### src/verilog/csp_pkg.sv
package csp_pkg;
  // clock and time base
  localparam int CLK_HZ = 25_000_000;
  localparam int CLK_PERIOD_NS = 40;
  localparam int MS_NS = 1_000_000;
  localparam int CYC_PER_MS = (MS_NS + CLK_PERIOD_NS - 1) / CLK_PERIOD_NS;
  // configuration word offsets
  localparam logic [4:0] A_FAIL_LIMIT = 5'h00;
  localparam logic [4:0] A_ENABLE = 5'h01;
  localparam logic [4:0] A_END_SEL = 5'h02;
  localparam logic [4:0] A_RATE = 5'h03;
  localparam logic [4:0] A_PARITY = 5'h04;
  localparam logic [4:0] A_DATA_BITS = 5'h05;
  localparam logic [4:0] A_STOP_BITS = 5'h06;
  localparam logic [4:0] A_RTS_LEAD = 5'h07;
  localparam logic [4:0] A_RTS_TRAIL = 5'h08;
  localparam logic [4:0] A_FLOW = 5'h09;
  localparam logic [4:0] A_TERM_CNT = 5'h0a;
  localparam logic [4:0] A_TERM0 = 5'h0b;
  localparam logic [4:0] A_PKT_LEN = 5'h11;
  localparam logic [4:0] A_RX_TIMEOUT = 5'h12;
  localparam logic [4:0] A_RX_GAP = 5'h13;
  localparam logic [4:0] A_TX_TIMEOUT = 5'h14;
  localparam int NUM_WORDS = 21;
  localparam int NUM_TERM = 12;
  // reset values
  localparam logic [15:0] RST_RATE = 16'h2580;
  localparam logic [15:0] RST_DATA_BITS = 16'h0008;
  localparam logic [15:0] RST_STOP_BITS = 16'h0001;
  localparam logic [15:0] RST_OTHER = 16'h0000;
  // field positions and codes
  localparam int SEL_TERM = 0;
  localparam int SEL_MSG_TO = 1;
  localparam int SEL_GAP_TO = 2;
  localparam int SEL_PKT_LEN = 3;
  localparam logic [15:0] EN_ON = 16'h0001;
  localparam logic [15:0] PAR_NONE = 16'h0000;
  localparam logic [15:0] PAR_ODD = 16'h0001;
  localparam logic [15:0] PAR_EVEN = 16'h0002;
  localparam logic [15:0] PAR_MARK = 16'h0003;
  localparam logic [15:0] PAR_SPACE = 16'h0004;
  localparam logic [15:0] FLOW_RTS_CTS = 16'h0001;
  localparam logic [15:0] FLOW_DTR_DSR = 16'h0002;
  localparam logic [15:0] FLOW_XON_XOFF = 16'h0003;
  localparam logic [15:0] STOP_TWO = 16'h0002;
  localparam logic [7:0] CH_XON = 8'h11;
  localparam logic [7:0] CH_XOFF = 8'h13;
  localparam int FIFO_DEPTH = 16;
  localparam int FIFO_WIDTH = 9;

  function automatic logic [15:0] cfg_reset(input int idx);
    case (idx)
      3: cfg_reset = RST_RATE;
      5: cfg_reset = RST_DATA_BITS;
      6: cfg_reset = RST_STOP_BITS;
      default: cfg_reset = RST_OTHER;
    endcase
  endfunction

  // clock cycles per bit for each supported rate
  function automatic logic [17:0] bit_cycles(input logic [15:0] rate);
    case (rate)
      16'h006e: bit_cycles = 18'(CLK_HZ / 110);
      16'h0096: bit_cycles = 18'(CLK_HZ / 150);
      16'h012c: bit_cycles = 18'(CLK_HZ / 300);
      16'h0258: bit_cycles = 18'(CLK_HZ / 600);
      16'h04b0: bit_cycles = 18'(CLK_HZ / 1200);
      16'h0960: bit_cycles = 18'(CLK_HZ / 2400);
      16'h12c0: bit_cycles = 18'(CLK_HZ / 4800);
      16'h4b00: bit_cycles = 18'(CLK_HZ / 19200);
      16'h7080: bit_cycles = 18'(CLK_HZ / 28800);
      16'h9600: bit_cycles = 18'(CLK_HZ / 38400);
      16'he100: bit_cycles = 18'(CLK_HZ / 57600);
      16'h0073: bit_cycles = 18'(CLK_HZ / 115200);
      default: bit_cycles = 18'(CLK_HZ / 9600);
    endcase
  endfunction
endpackage

### src/verilog/csp_fifo.sv
`timescale 1ns/1ps
module csp_fifo #(
  parameter int WIDTH = 9,
  parameter int DEPTH = 16
) (
  input wire logic clk,
  input wire logic resetn,
  input wire logic in_valid,
  output logic in_ready,
  input wire logic [WIDTH-1:0] in_data,
  output logic out_valid,
  input wire logic out_ready,
  output logic [WIDTH-1:0] out_data
);
  localparam int AW = $clog2(DEPTH);
  logic [WIDTH-1:0] mem_q [DEPTH];
  logic [AW:0] wr_q, wr_d, rd_q, rd_d;
  logic push, pop;

  assign in_ready = (wr_q - rd_q) != (AW+1)'(DEPTH);
  assign out_valid = wr_q != rd_q;
  assign out_data = mem_q[rd_q[AW-1:0]];
  assign push = in_valid && in_ready;
  assign pop = out_valid && out_ready;

  always_comb begin
    wr_d = push ? wr_q + 1'b1 : wr_q;
    rd_d = pop ? rd_q + 1'b1 : rd_q;
  end

  always_ff @(posedge clk or negedge resetn) begin
    if (!resetn) begin
      wr_q <= '0;
      rd_q <= '0;
    end else begin
      wr_q <= wr_d;
      rd_q <= rd_d;
    end
  end

  always_ff @(posedge clk) begin
    if (push) begin
      mem_q[wr_q[AW-1:0]] <= in_data;
    end
  end
endmodule

### src/verilog/csp_ms_timer.sv
`timescale 1ns/1ps
module csp_ms_timer #(
  parameter int CYC_PER_MS = 25000
) (
  input wire logic clk,
  input wire logic resetn,
  input wire logic start,
  input wire logic stop,
  input wire logic [15:0] ms,
  output logic expired
);
  logic [15:0] cnt_q, cnt_d;
  logic [15:0] pre_q, pre_d;
  logic run_q, run_d;

  assign expired = run_q && (cnt_q == 16'h0000);

  always_comb begin
    cnt_d = cnt_q;
    pre_d = pre_q;
    run_d = run_q;
    if (stop) begin
      run_d = 1'b0;
    end else if (start) begin
      cnt_d = ms;
      pre_d = 16'(CYC_PER_MS - 1);
      run_d = 1'b1;
    end else if (run_q && cnt_q != 16'h0000) begin
      if (pre_q == 16'h0000) begin
        pre_d = 16'(CYC_PER_MS - 1);
        cnt_d = cnt_q - 16'h0001;
      end else begin
        pre_d = pre_q - 16'h0001;
      end
    end
  end

  always_ff @(posedge clk or negedge resetn) begin
    if (!resetn) begin
      cnt_q <= 16'h0000;
      pre_q <= 16'h0000;
      run_q <= 1'b0;
    end else begin
      cnt_q <= cnt_d;
      pre_q <= pre_d;
      run_q <= run_d;
    end
  end
endmodule

### src/verilog/csp_serial_port.sv
// Behaviour
// - stop ports after limit of failed transfers
// - port idle at enable 0, runs at 1
// - end select bits: term, msg, gap, length
// - end select zero means stream mode
// - line rate given as numeric bit rate, 115 for 115200
// - parity code none odd even mark space
// - five to eight data bits
// - one or two stop bits sent
// - wait lead milliseconds after raising rts
// - wait trail milliseconds before dropping rts
// - flow control none, rts/cts, dtr/dsr, xon/xoff
// - termination count zero to twelve used
// - twelve termination chars packed in words
// - message timeout from first character
// - gap timeout between characters
// - end message at packet length
// - abort message past transmit timeout
`timescale 1ns/1ps
module csp_serial_port
  import csp_pkg::*;
#(
  parameter int CYC_PER_MS_P = csp_pkg::CYC_PER_MS
) (
  input wire logic clk,
  input wire logic resetn,
  input wire logic cfg_we,
  input wire logic [4:0] cfg_addr,
  input wire logic [15:0] cfg_wdata,
  output logic [15:0] cfg_rdata,
  input wire logic xfer_done,
  input wire logic xfer_ok,
  output logic ports_halted,
  input wire logic tx_valid,
  output logic tx_ready,
  input wire logic [7:0] tx_data,
  input wire logic tx_last,
  output logic tx_abort,
  output logic rx_valid,
  output logic [7:0] rx_data,
  output logic rx_end,
  output logic rx_parity_err,
  output logic txd,
  input wire logic rxd,
  output logic rts,
  input wire logic cts,
  output logic dtr,
  input wire logic dsr
);
  import csp_pkg::*;

  typedef enum logic [2:0] {
    T_IDLE = 3'b000, T_LEAD = 3'b001, T_WAIT = 3'b010,
    T_SHIFT = 3'b011, T_TRAIL = 3'b100, T_DROP = 3'b101
  } csp_tx_type;
  typedef enum logic [1:0] {
    R_IDLE = 2'b00, R_START = 2'b01, R_BITS = 2'b10
  } csp_rx_type;

  // configuration words
  logic [15:0] cfg_q [NUM_WORDS];
  logic [15:0] cfg_d [NUM_WORDS];
  logic [15:0] rdata_q, rdata_d;
  logic [15:0] fail_q, fail_d;

  always_comb begin
    for (int i = 0; i < NUM_WORDS; i++) begin
      cfg_d[i] = cfg_q[i];
    end
    if (cfg_we && cfg_addr < 5'(NUM_WORDS)) begin
      cfg_d[cfg_addr] = cfg_wdata;
    end
    rdata_d = (cfg_addr < 5'(NUM_WORDS)) ? cfg_q[cfg_addr] : 16'h0000;
    fail_d = fail_q;
    if (xfer_done) begin
      if (xfer_ok) begin
        fail_d = 16'h0000;
      end else if (fail_q != 16'hffff) begin
        fail_d = fail_q + 16'h0001;
      end
    end
  end

  always_ff @(posedge clk or negedge resetn) begin
    if (!resetn) begin
      for (int i = 0; i < NUM_WORDS; i++) begin
        cfg_q[i] <= cfg_reset(i);
      end
      rdata_q <= 16'h0000;
      fail_q <= 16'h0000;
    end else begin
      for (int i = 0; i < NUM_WORDS; i++) begin
        cfg_q[i] <= cfg_d[i];
      end
      rdata_q <= rdata_d;
      fail_q <= fail_d;
    end
  end

  assign cfg_rdata = rdata_q;

  // decoded configuration
  logic halted, active, par_on, stop2, flow_ok;
  logic [3:0] nbits, frame_len;
  logic [7:0] dmask;
  logic [17:0] bit_div;
  logic [15:0] flow, parity, end_sel;
  logic xoff_q, xoff_d;

  assign halted = cfg_q[A_FAIL_LIMIT] != 16'h0000 && fail_q >= cfg_q[A_FAIL_LIMIT];
  assign active = cfg_q[A_ENABLE] == EN_ON && !halted;
  assign ports_halted = halted;
  assign bit_div = bit_cycles(cfg_q[A_RATE]);
  assign parity = cfg_q[A_PARITY];
  assign flow = cfg_q[A_FLOW];
  assign end_sel = cfg_q[A_END_SEL];
  assign par_on = parity != PAR_NONE && parity <= PAR_SPACE;
  assign stop2 = cfg_q[A_STOP_BITS] == STOP_TWO;
  assign nbits = (cfg_q[A_DATA_BITS] >= 16'h0005 && cfg_q[A_DATA_BITS] <= 16'h0008) ?
    cfg_q[A_DATA_BITS][3:0] : 4'h8;
  assign dmask = 8'hff >> (4'h8 - nbits);
  assign frame_len = 4'h1 + nbits + {3'h0, par_on} + (stop2 ? 4'h2 : 4'h1);

  always_comb begin
    case (flow)
      FLOW_RTS_CTS: flow_ok = cts;
      FLOW_DTR_DSR: flow_ok = dsr;
      FLOW_XON_XOFF: flow_ok = !xoff_q;
      default: flow_ok = 1'b1;
    endcase
  end
  assign dtr = active;

  function automatic logic par_bit(input logic [7:0] d, input logic [15:0] code);
    case (code)
      PAR_ODD: par_bit = ~^d;
      PAR_EVEN: par_bit = ^d;
      PAR_MARK: par_bit = 1'b1;
      default: par_bit = 1'b0;
    endcase
  endfunction

  // transmit buffer and timers
  logic f_valid, f_pop;
  logic [8:0] f_data;
  logic dly_start, dly_exp, tto_start, tto_exp;
  logic [15:0] dly_ms;

  csp_fifo #(.WIDTH(FIFO_WIDTH), .DEPTH(FIFO_DEPTH)) u_fifo (
    .clk(clk), .resetn(resetn),
    .in_valid(tx_valid), .in_ready(tx_ready), .in_data({tx_last, tx_data}),
    .out_valid(f_valid), .out_ready(f_pop), .out_data(f_data)
  );
  csp_ms_timer #(.CYC_PER_MS(CYC_PER_MS_P)) u_dly (
    .clk(clk), .resetn(resetn), .start(dly_start), .stop(1'b0),
    .ms(dly_ms), .expired(dly_exp)
  );
  csp_ms_timer #(.CYC_PER_MS(CYC_PER_MS_P)) u_tto (
    .clk(clk), .resetn(resetn), .start(tto_start), .stop(1'b0),
    .ms(cfg_q[A_TX_TIMEOUT]), .expired(tto_exp)
  );

  // transmitter
  csp_tx_type tst_q, tst_d;
  logic [11:0] tsh_q, tsh_d, frame;
  logic [3:0] tbit_q, tbit_d;
  logic [17:0] tdiv_q, tdiv_d;
  logic tlast_q, tlast_d, txd_q, txd_d, rts_q, rts_d, abort_q, abort_d;

  always_comb begin
    frame = 12'hfff;
    frame[0] = 1'b0;
    for (int i = 0; i < 8; i++) begin
      if (4'(i) < nbits) frame[i + 1] = f_data[i];
    end
    if (par_on) frame[nbits + 4'h1] = par_bit(f_data[7:0] & dmask, parity);
  end

  always_comb begin
    tst_d = tst_q;
    tsh_d = tsh_q;
    tbit_d = tbit_q;
    tdiv_d = tdiv_q;
    tlast_d = tlast_q;
    txd_d = txd_q;
    rts_d = rts_q;
    abort_d = 1'b0;
    f_pop = 1'b0;
    dly_start = 1'b0;
    dly_ms = cfg_q[A_RTS_LEAD];
    tto_start = 1'b0;
    if (!active && tst_q != T_IDLE) begin
      tst_d = T_IDLE;
      rts_d = 1'b0;
      txd_d = 1'b1;
    end else begin
      case (tst_q)
        T_IDLE: begin
          txd_d = 1'b1;
          if (active && f_valid) begin
            rts_d = 1'b1;
            dly_start = 1'b1;
            tto_start = 1'b1;
            tst_d = T_LEAD;
          end
        end
        T_LEAD: begin
          if (dly_exp) tst_d = T_WAIT;
        end
        T_WAIT: begin
          if (cfg_q[A_TX_TIMEOUT] != 16'h0000 && tto_exp) begin
            abort_d = 1'b1;
            tst_d = T_DROP;
          end else if (f_valid && flow_ok) begin
            f_pop = 1'b1;
            tsh_d = frame;
            txd_d = frame[0];
            tbit_d = 4'h0;
            tdiv_d = bit_div - 18'h0_0001;
            tlast_d = f_data[8];
            tst_d = T_SHIFT;
          end
        end
        T_SHIFT: begin
          if (tdiv_q != 18'h0_0000) begin
            tdiv_d = tdiv_q - 18'h0_0001;
          end else if (tbit_q == frame_len - 4'h1) begin
            if (tlast_q) begin
              dly_start = 1'b1;
              dly_ms = cfg_q[A_RTS_TRAIL];
              tst_d = T_TRAIL;
            end else begin
              tst_d = T_WAIT;
            end
          end else begin
            tsh_d = {1'b1, tsh_q[11:1]};
            txd_d = tsh_q[1];
            tbit_d = tbit_q + 4'h1;
            tdiv_d = bit_div - 18'h0_0001;
          end
        end
        T_TRAIL: begin
          if (dly_exp) begin
            rts_d = 1'b0;
            tst_d = T_IDLE;
          end
        end
        T_DROP: begin
          if (f_valid) begin
            f_pop = 1'b1;
            if (f_data[8]) begin
              dly_start = 1'b1;
              dly_ms = cfg_q[A_RTS_TRAIL];
              tst_d = T_TRAIL;
            end
          end
        end
        default: tst_d = T_IDLE;
      endcase
    end
  end

  always_ff @(posedge clk or negedge resetn) begin
    if (!resetn) begin
      tst_q <= T_IDLE;
      tsh_q <= 12'hfff;
      tbit_q <= 4'h0;
      tdiv_q <= 18'h0_0000;
      tlast_q <= 1'b0;
      txd_q <= 1'b1;
      rts_q <= 1'b0;
      abort_q <= 1'b0;
    end else begin
      tst_q <= tst_d;
      tsh_q <= tsh_d;
      tbit_q <= tbit_d;
      tdiv_q <= tdiv_d;
      tlast_q <= tlast_d;
      txd_q <= txd_d;
      rts_q <= rts_d;
      abort_q <= abort_d;
    end
  end

  assign txd = txd_q;
  assign rts = rts_q;
  assign tx_abort = abort_q;

  // receiver bit engine
  csp_rx_type rst_q, rst_d;
  logic [17:0] rdiv_q, rdiv_d;
  logic [3:0] rbit_q, rbit_d;
  logic [10:0] rsh_q, rsh_d;
  logic ch_ev;
  logic [7:0] ch;
  logic ch_perr;

  assign ch = rsh_q[7:0] & dmask;

  always_comb begin
    rst_d = rst_q;
    rdiv_d = rdiv_q;
    rbit_d = rbit_q;
    rsh_d = rsh_q;
    ch_ev = 1'b0;
    case (rst_q)
      R_IDLE: begin
        if (active && !rxd) begin
          rdiv_d = {1'b0, bit_div[17:1]};
          rst_d = R_START;
        end
      end
      R_START: begin
        if (rdiv_q != 18'h0_0000) begin
          rdiv_d = rdiv_q - 18'h0_0001;
        end else if (rxd) begin
          rst_d = R_IDLE;
        end else begin
          rdiv_d = bit_div - 18'h0_0001;
          rbit_d = 4'h0;
          rst_d = R_BITS;
        end
      end
      R_BITS: begin
        if (rdiv_q != 18'h0_0000) begin
          rdiv_d = rdiv_q - 18'h0_0001;
        end else if (rbit_q == nbits + {3'h0, par_on}) begin
          ch_ev = 1'b1;
          rst_d = R_IDLE;
        end else begin
          rsh_d[rbit_q] = rxd;
          rbit_d = rbit_q + 4'h1;
          rdiv_d = bit_div - 18'h0_0001;
        end
      end
      default: rst_d = R_IDLE;
    endcase
  end
  assign ch_perr = par_on && rsh_q[nbits] != par_bit(ch, parity);

  always_ff @(posedge clk or negedge resetn) begin
    if (!resetn) begin
      rst_q <= R_IDLE;
      rdiv_q <= 18'h0_0000;
      rbit_q <= 4'h0;
      rsh_q <= 11'h000;
    end else begin
      rst_q <= rst_d;
      rdiv_q <= rdiv_d;
      rbit_q <= rbit_d;
      rsh_q <= rsh_d;
    end
  end

  // termination character match
  logic [NUM_TERM-1:0] term_hit;
  for (genvar gi = 0; gi < NUM_TERM; gi++) begin : g_term
    assign term_hit[gi] = 16'(gi) < cfg_q[A_TERM_CNT] &&
      cfg_q[A_TERM0 + 5'(gi / 2)][(gi % 2) * 8 +: 8] == ch;
  end

  // message framing
  logic mto_start, mto_exp, gap_start, gap_exp, msg_stop;
  logic [15:0] rcnt_q, rcnt_d, rcnt_inc;
  logic rxv_q, rxv_d, rend_q, rend_d, perr_q, perr_d, end_now;
  logic [7:0] rxdat_q, rxdat_d;

  csp_ms_timer #(.CYC_PER_MS(CYC_PER_MS_P)) u_mto (
    .clk(clk), .resetn(resetn), .start(mto_start), .stop(msg_stop),
    .ms(cfg_q[A_RX_TIMEOUT]), .expired(mto_exp)
  );
  csp_ms_timer #(.CYC_PER_MS(CYC_PER_MS_P)) u_gap (
    .clk(clk), .resetn(resetn), .start(gap_start), .stop(msg_stop),
    .ms(cfg_q[A_RX_GAP]), .expired(gap_exp)
  );

  assign rcnt_inc = rcnt_q + 16'h0001;

  always_comb begin
    rcnt_d = rcnt_q;
    rxv_d = 1'b0;
    rend_d = 1'b0;
    perr_d = 1'b0;
    rxdat_d = rxdat_q;
    xoff_d = xoff_q;
    mto_start = 1'b0;
    gap_start = 1'b0;
    msg_stop = 1'b0;
    end_now = 1'b0;
    if (!active) begin
      rcnt_d = 16'h0000;
      msg_stop = 1'b1;
    end else if (ch_ev && flow == FLOW_XON_XOFF && (ch == CH_XON || ch == CH_XOFF)) begin
      xoff_d = ch == CH_XOFF;
    end else if (ch_ev) begin
      rxv_d = 1'b1;
      rxdat_d = ch;
      perr_d = ch_perr;
      if (end_sel != 16'h0000) begin
        end_now = (end_sel[SEL_TERM] && |term_hit) ||
          (end_sel[SEL_PKT_LEN] && cfg_q[A_PKT_LEN] != 16'h0000 &&
           rcnt_inc >= cfg_q[A_PKT_LEN]);
        if (end_now) begin
          rend_d = 1'b1;
          rcnt_d = 16'h0000;
          msg_stop = 1'b1;
        end else begin
          rcnt_d = rcnt_inc;
          mto_start = end_sel[SEL_MSG_TO] && rcnt_q == 16'h0000;
          gap_start = end_sel[SEL_GAP_TO];
        end
      end
    end else if (rcnt_q != 16'h0000 && ((end_sel[SEL_MSG_TO] && mto_exp) ||
               (end_sel[SEL_GAP_TO] && gap_exp))) begin
      rend_d = 1'b1;
      rcnt_d = 16'h0000;
      msg_stop = 1'b1;
    end
  end

  always_ff @(posedge clk or negedge resetn) begin
    if (!resetn) begin
      rcnt_q <= 16'h0000;
      rxv_q <= 1'b0;
      rend_q <= 1'b0;
      perr_q <= 1'b0;
      rxdat_q <= 8'h00;
      xoff_q <= 1'b0;
    end else begin
      rcnt_q <= rcnt_d;
      rxv_q <= rxv_d;
      rend_q <= rend_d;
      perr_q <= perr_d;
      rxdat_q <= rxdat_d;
      xoff_q <= xoff_d;
    end
  end

  assign rx_valid = rxv_q;
  assign rx_data = rxdat_q;
  assign rx_end = rend_q;
  assign rx_parity_err = perr_q;
endmodule

### config.mk
export PLATFORM = sky130hd
export DESIGN_NAME = csp_serial_port
export DESIGN_NICKNAME = d
export VERILOG_FILES = /design/src/verilog/csp_pkg.sv /design/src/verilog/csp_fifo.sv /design/src/verilog/csp_ms_timer.sv /design/src/verilog/csp_serial_port.sv
export SDC_FILE = /design/constraint.sdc
export NUM_CORES = 2
export LEC_CHECK = 0
export BUFFER_PORTS_ARGS = -buffer_cell sky130_fd_sc_hd__buf_2
export CORE_AREA = 5 5 379 381
export DETAILED_ROUTE_END_ITERATION = 10
export DIE_AREA = 0 0 384 386
export GPL_TIMING_DRIVEN = 0
export PLACE_DENSITY = 0.52
export SYNTH_ARGS = -nofsm -noshare
export SYNTH_HDL_FRONTEND = slang
export SYNTH_HIERARCHICAL = 1
export SYNTH_SLANG_ARGS = --single-unit
### constraint.sdc
create_clock -name clk -period 11.89 [get_ports clk]
set_clock_uncertainty 0.2 [all_clocks]
set_input_delay 2.378 -clock clk [delete_from_list [all_inputs] [get_ports clk]]
set_output_delay 2.378 -clock clk [all_outputs]
set_load 0.02 [all_outputs]
==> results.sh <==
export IMPL_cp_slowest_cell="o22ai_1"
export IMPL_holdWs_ns=0.286
export IMPL_vias=33400
export IMPL_wirelength_um=145000
export IMPL_grt_overflow_total=0
export IMPL_syn2layout_area_growth_pct=14.6
export IMPL_hpwl_um=106000
export IMPL_drive_gt1_share_pct=19.6
export IMPL_drtPass1Iterations=6
export IMPL_dpl_instance_area_sq_um=44700
export IMPL_cp_arrival_ns=10.28
export IMPL_max_slew_margin_pct=1.89
export IMPL_synthArstFlopShare_pct=80.9
export IMPL_fp_row_count=138
export IMPL_synth_edf_count=144
export IMPL_grt_pass1_vias=32223
export IMPL_path_common_cell="clkbuf_1"
export IMPL_setup_ws_ns=2.02
export IMPL_cts_root_buf="clkbuf_16"
export IMPL_antenna_found_initial=14
export IMPL_design_area_sq_um=47700
export IMPL_die_y_um=386
export IMPL_synthTopCellsByCount="593 x dfrtp_1, 321 x mux2_2, 246 x nand2_1, 230 x nor2_1, 202 x o21ai_0"
export IMPL_ys_ff_latch=755
export IMPL_drc=0
export IMPL_wl_per_cell_um=24.3
export IMPL_violations="capacitance limit"
export IMPL_design_core_area_sq_um=140000
export IMPL_ctsHoldBuffers=0
export IMPL_synth_top_area_cell="dfrtp_1"
export IMPL_htreeDepth=3
export IMPL_clk_latency_ns=0.70
export IMPL_status="finished with violations"
export IMPL_clkTransAtPathRegs_ns=0.06
export IMPL_pre_cts_ws_ns=2.25
export IMPL_min_period_ns=9.87
export IMPL_endpoint_kind="flop"
export IMPL_cp_max_fo=10
export IMPL_start_util_pct=29.7
export IMPL_slew_violations=0
export IMPL_synth_top_area_share_pct=35.6
export IMPL_hold_violations=0
export IMPL_yosys_cell_types_count=108
export IMPL_cts_resized=0
export IMPL_cts_path_max_buffers=3
export IMPL_critPathKind="flop to flop"
export IMPL_avgSynthCellArea_sq_um=10.9
export IMPL_cpPeakStageDelay_ns=0.98
export IMPL_nFillCells=14336
export IMPL_ios=72
export IMPL_finalCoreUtilization_pct=34.1
export IMPL_synth_area_leaders="dfrtp_1 36%, edfxtp_1 10%, mux2_2 8.7%"
export IMPL_finalNetCount=4120
export IMPL_drv_cap=2
export IMPL_syn_cell_area_sq_um=41700
export IMPL_hold_class="flop to flop"
export IMPL_cts_sinks=755
export IMPL_grt_use_total_pct=19.1
export IMPL_worstMarginPinSlew_ns=1.46
export IMPL_grt_max_degree=116
export IMPL_rsz0062_at_grt="false"
export IMPL_cellLeakagePower_nw=19.5
export IMPL_power_density_nw_per_um2=168
export IMPL_fmax_mhz=101
export IMPL_synthCells=3810
export IMPL_cp_start_kind="flop"
export IMPL_drt_iter0_markers=3562
export IMPL_ys_seq_area_share_pct=47.1
export IMPL_ir_worst_vdd_mv=0.117
export IMPL_yosysMostFrequentCell="dfrtp_1"
export IMPL_final_antenna_net_count=0
export IMPL_final_setup_viol_count=0
export IMPL_layout_worst_path_cycle_share_pct=83.0
export IMPL_cts_buffers=87
export IMPL_die_x_um=384
export IMPL_dieArea_sq_um=148000
export IMPL_critPathRequiredTime_ns=12.29
export IMPL_cts_tree="yes"
export IMPL_synthFlopType="dfrtp_1"
export IMPL_place_congestion=0.947
export IMPL_avgViaCountPerCell=5.61
export IMPL_postCtsSetupBuffers=0
export IMPL_yosys_warnings=6
export IMPL_portBuffers=69
export IMPL_grt_pass1_wl_um=216000
## registers in the layout, indices dropped and copies added (netlist names), 11 cells and up
register and count:
rcnt_q 16, u_tto/pre_q 16, u_mto/cnt_q 16, tsh_q 11, u_gap/pre_q 16, parity 16
tdiv_q 18, u_dly/pre_q 16, flow 16, u_fifo/mem_q 144, u_tto/cnt_q 16, rdiv_q 18
fail_q 16, cfg_rdata 16, u_dly/cnt_q 16, u_mto/pre_q 16, cfg_q 288, u_gap/cnt_q 16
end_sel 16
## final timing paths
| kind | from | cells after the start | end | slack (ns) |
|---|---|---|---|---|
| setup reg to reg | cfg_q[250] | 26 | u_dly/pre_q[5] | 2.02 |
| max in group asynchronous | resetn | 3 | rdiv_q[9] | 8.42 |
| hold / removal | tsh_q[10] | 2 | tsh_q[10] | 0.29 |
| min in group asynchronous | resetn | 1 | u_tto/pre_q[9] | 1.43 |
| hold reg to reg | tsh_q[10] | 2 | tsh_q[10] | 0.29 |
| setup / recovery | cfg_q[250] | 26 | u_dly/pre_q[5] | 2.02 |
## per-layer routing
metal	global-route usage (%)	routed length, um
met4	5.68	4800
met3	4.34	11500
met2	29.4	63900
met5	0	41
met1	26.9	64600
## power by group
part           internal [mW]  total [mW]  switching, mW
sequential              3.00        3.41          0.408
combinational          0.698        1.72           1.02
clock                   1.68        2.87           1.19
## cell usage in the layout, fill, tap and decap left out, types with 17 or more instances in the layout
master | Yosys | layout
dfrtp_1 | 593 | 593
mux2_2 | 321 | 321
nand2_1 | 246 | 246
nor2_1 | 230 | 230
clkbuf_1 | 188 | 205
o21ai_0 | 202 | 202
a21oi_1 | 157 | 157
inv_1 | 144 | 144
edfxtp_1 | 144 | 144
mux4_2 | 116 | 116
nor3_1 | 121 | 111
nand3_1 | 108 | 108
ha_1 | 94 | 94
nor4_1 | 95 | 90
clkbuf_16 | 0 | 89
buf_2 | 19 | 87
a31oi_1 | 76 | 76
xnor2_1 | 70 | 70
a22oi_1 | 60 | 60
xor2_1 | 54 | 54
and3_1 | 46 | 46
nand4_1 | 41 | 41
nand2b_1 | 40 | 40
or3_1 | 37 | 37
a22o_1 | 37 | 37
or4_1 | 35 | 35
nor2b_1 | 30 | 30
a221oi_1 | 30 | 30
o211ai_1 | 29 | 29
o22ai_1 | 28 | 28
o31ai_1 | 27 | 27
buf_1 | 20 | 20
clkinv_2 | 0 | 20
nor4b_1 | 19 | 19
or2_2 | 18 | 18
dfstp_2 | 18 | 18
o41ai_1 | 18 | 17
## layout make-up
class	instances	area [sq um]	share of cell area, %
Antenna cell	6	15.0	0.0314
Buffer	236	958	2.01
Clock buffer	121	2500	5.23
Clock inverter	41	536	1.12
Inverter	148	556	1.16
Multi-Input combinational cell	2676	20600	43.2
Sequential cell	755	19600	41.1
Tap cell	1890	2360	4.95
Timing Repair Buffer	82	553	1.16
## critical path, delay by kind of cell, from the launching register on
kind / cells / cell delay (ns)
compound gates: 6 / 1.98
xor+xnor: 2 / 0.30
fa+ha+maj: 3 / 1.19
buf+inv: 7 / 3.01
flops: 1 / 0.39
simple gates: 8 / 2.69
## kinds of logic after synthesis
kind of cell	synth area share, %
and+or+nand+nor	14.7
AOI/OAI and AO/OA	13.7
DFF	47.1
muxes	15.2
buffers and inverters	3.63
xor gates and xnor gates	2.70
adders and majority gates	2.87
other	0.00900
## through the flow
step	setup TNS (ns)	power, mW	cells
final	0	8.00	5955
after floorplan	0	4.47	3815
after detailed placement	0	5.14	5785
after global routing	0	8.36	5949
after CTS	0	8.03	5947
after global placement	-3299.07	5.09	5774
No activity file was read; power rests on OpenSTA's default activity.
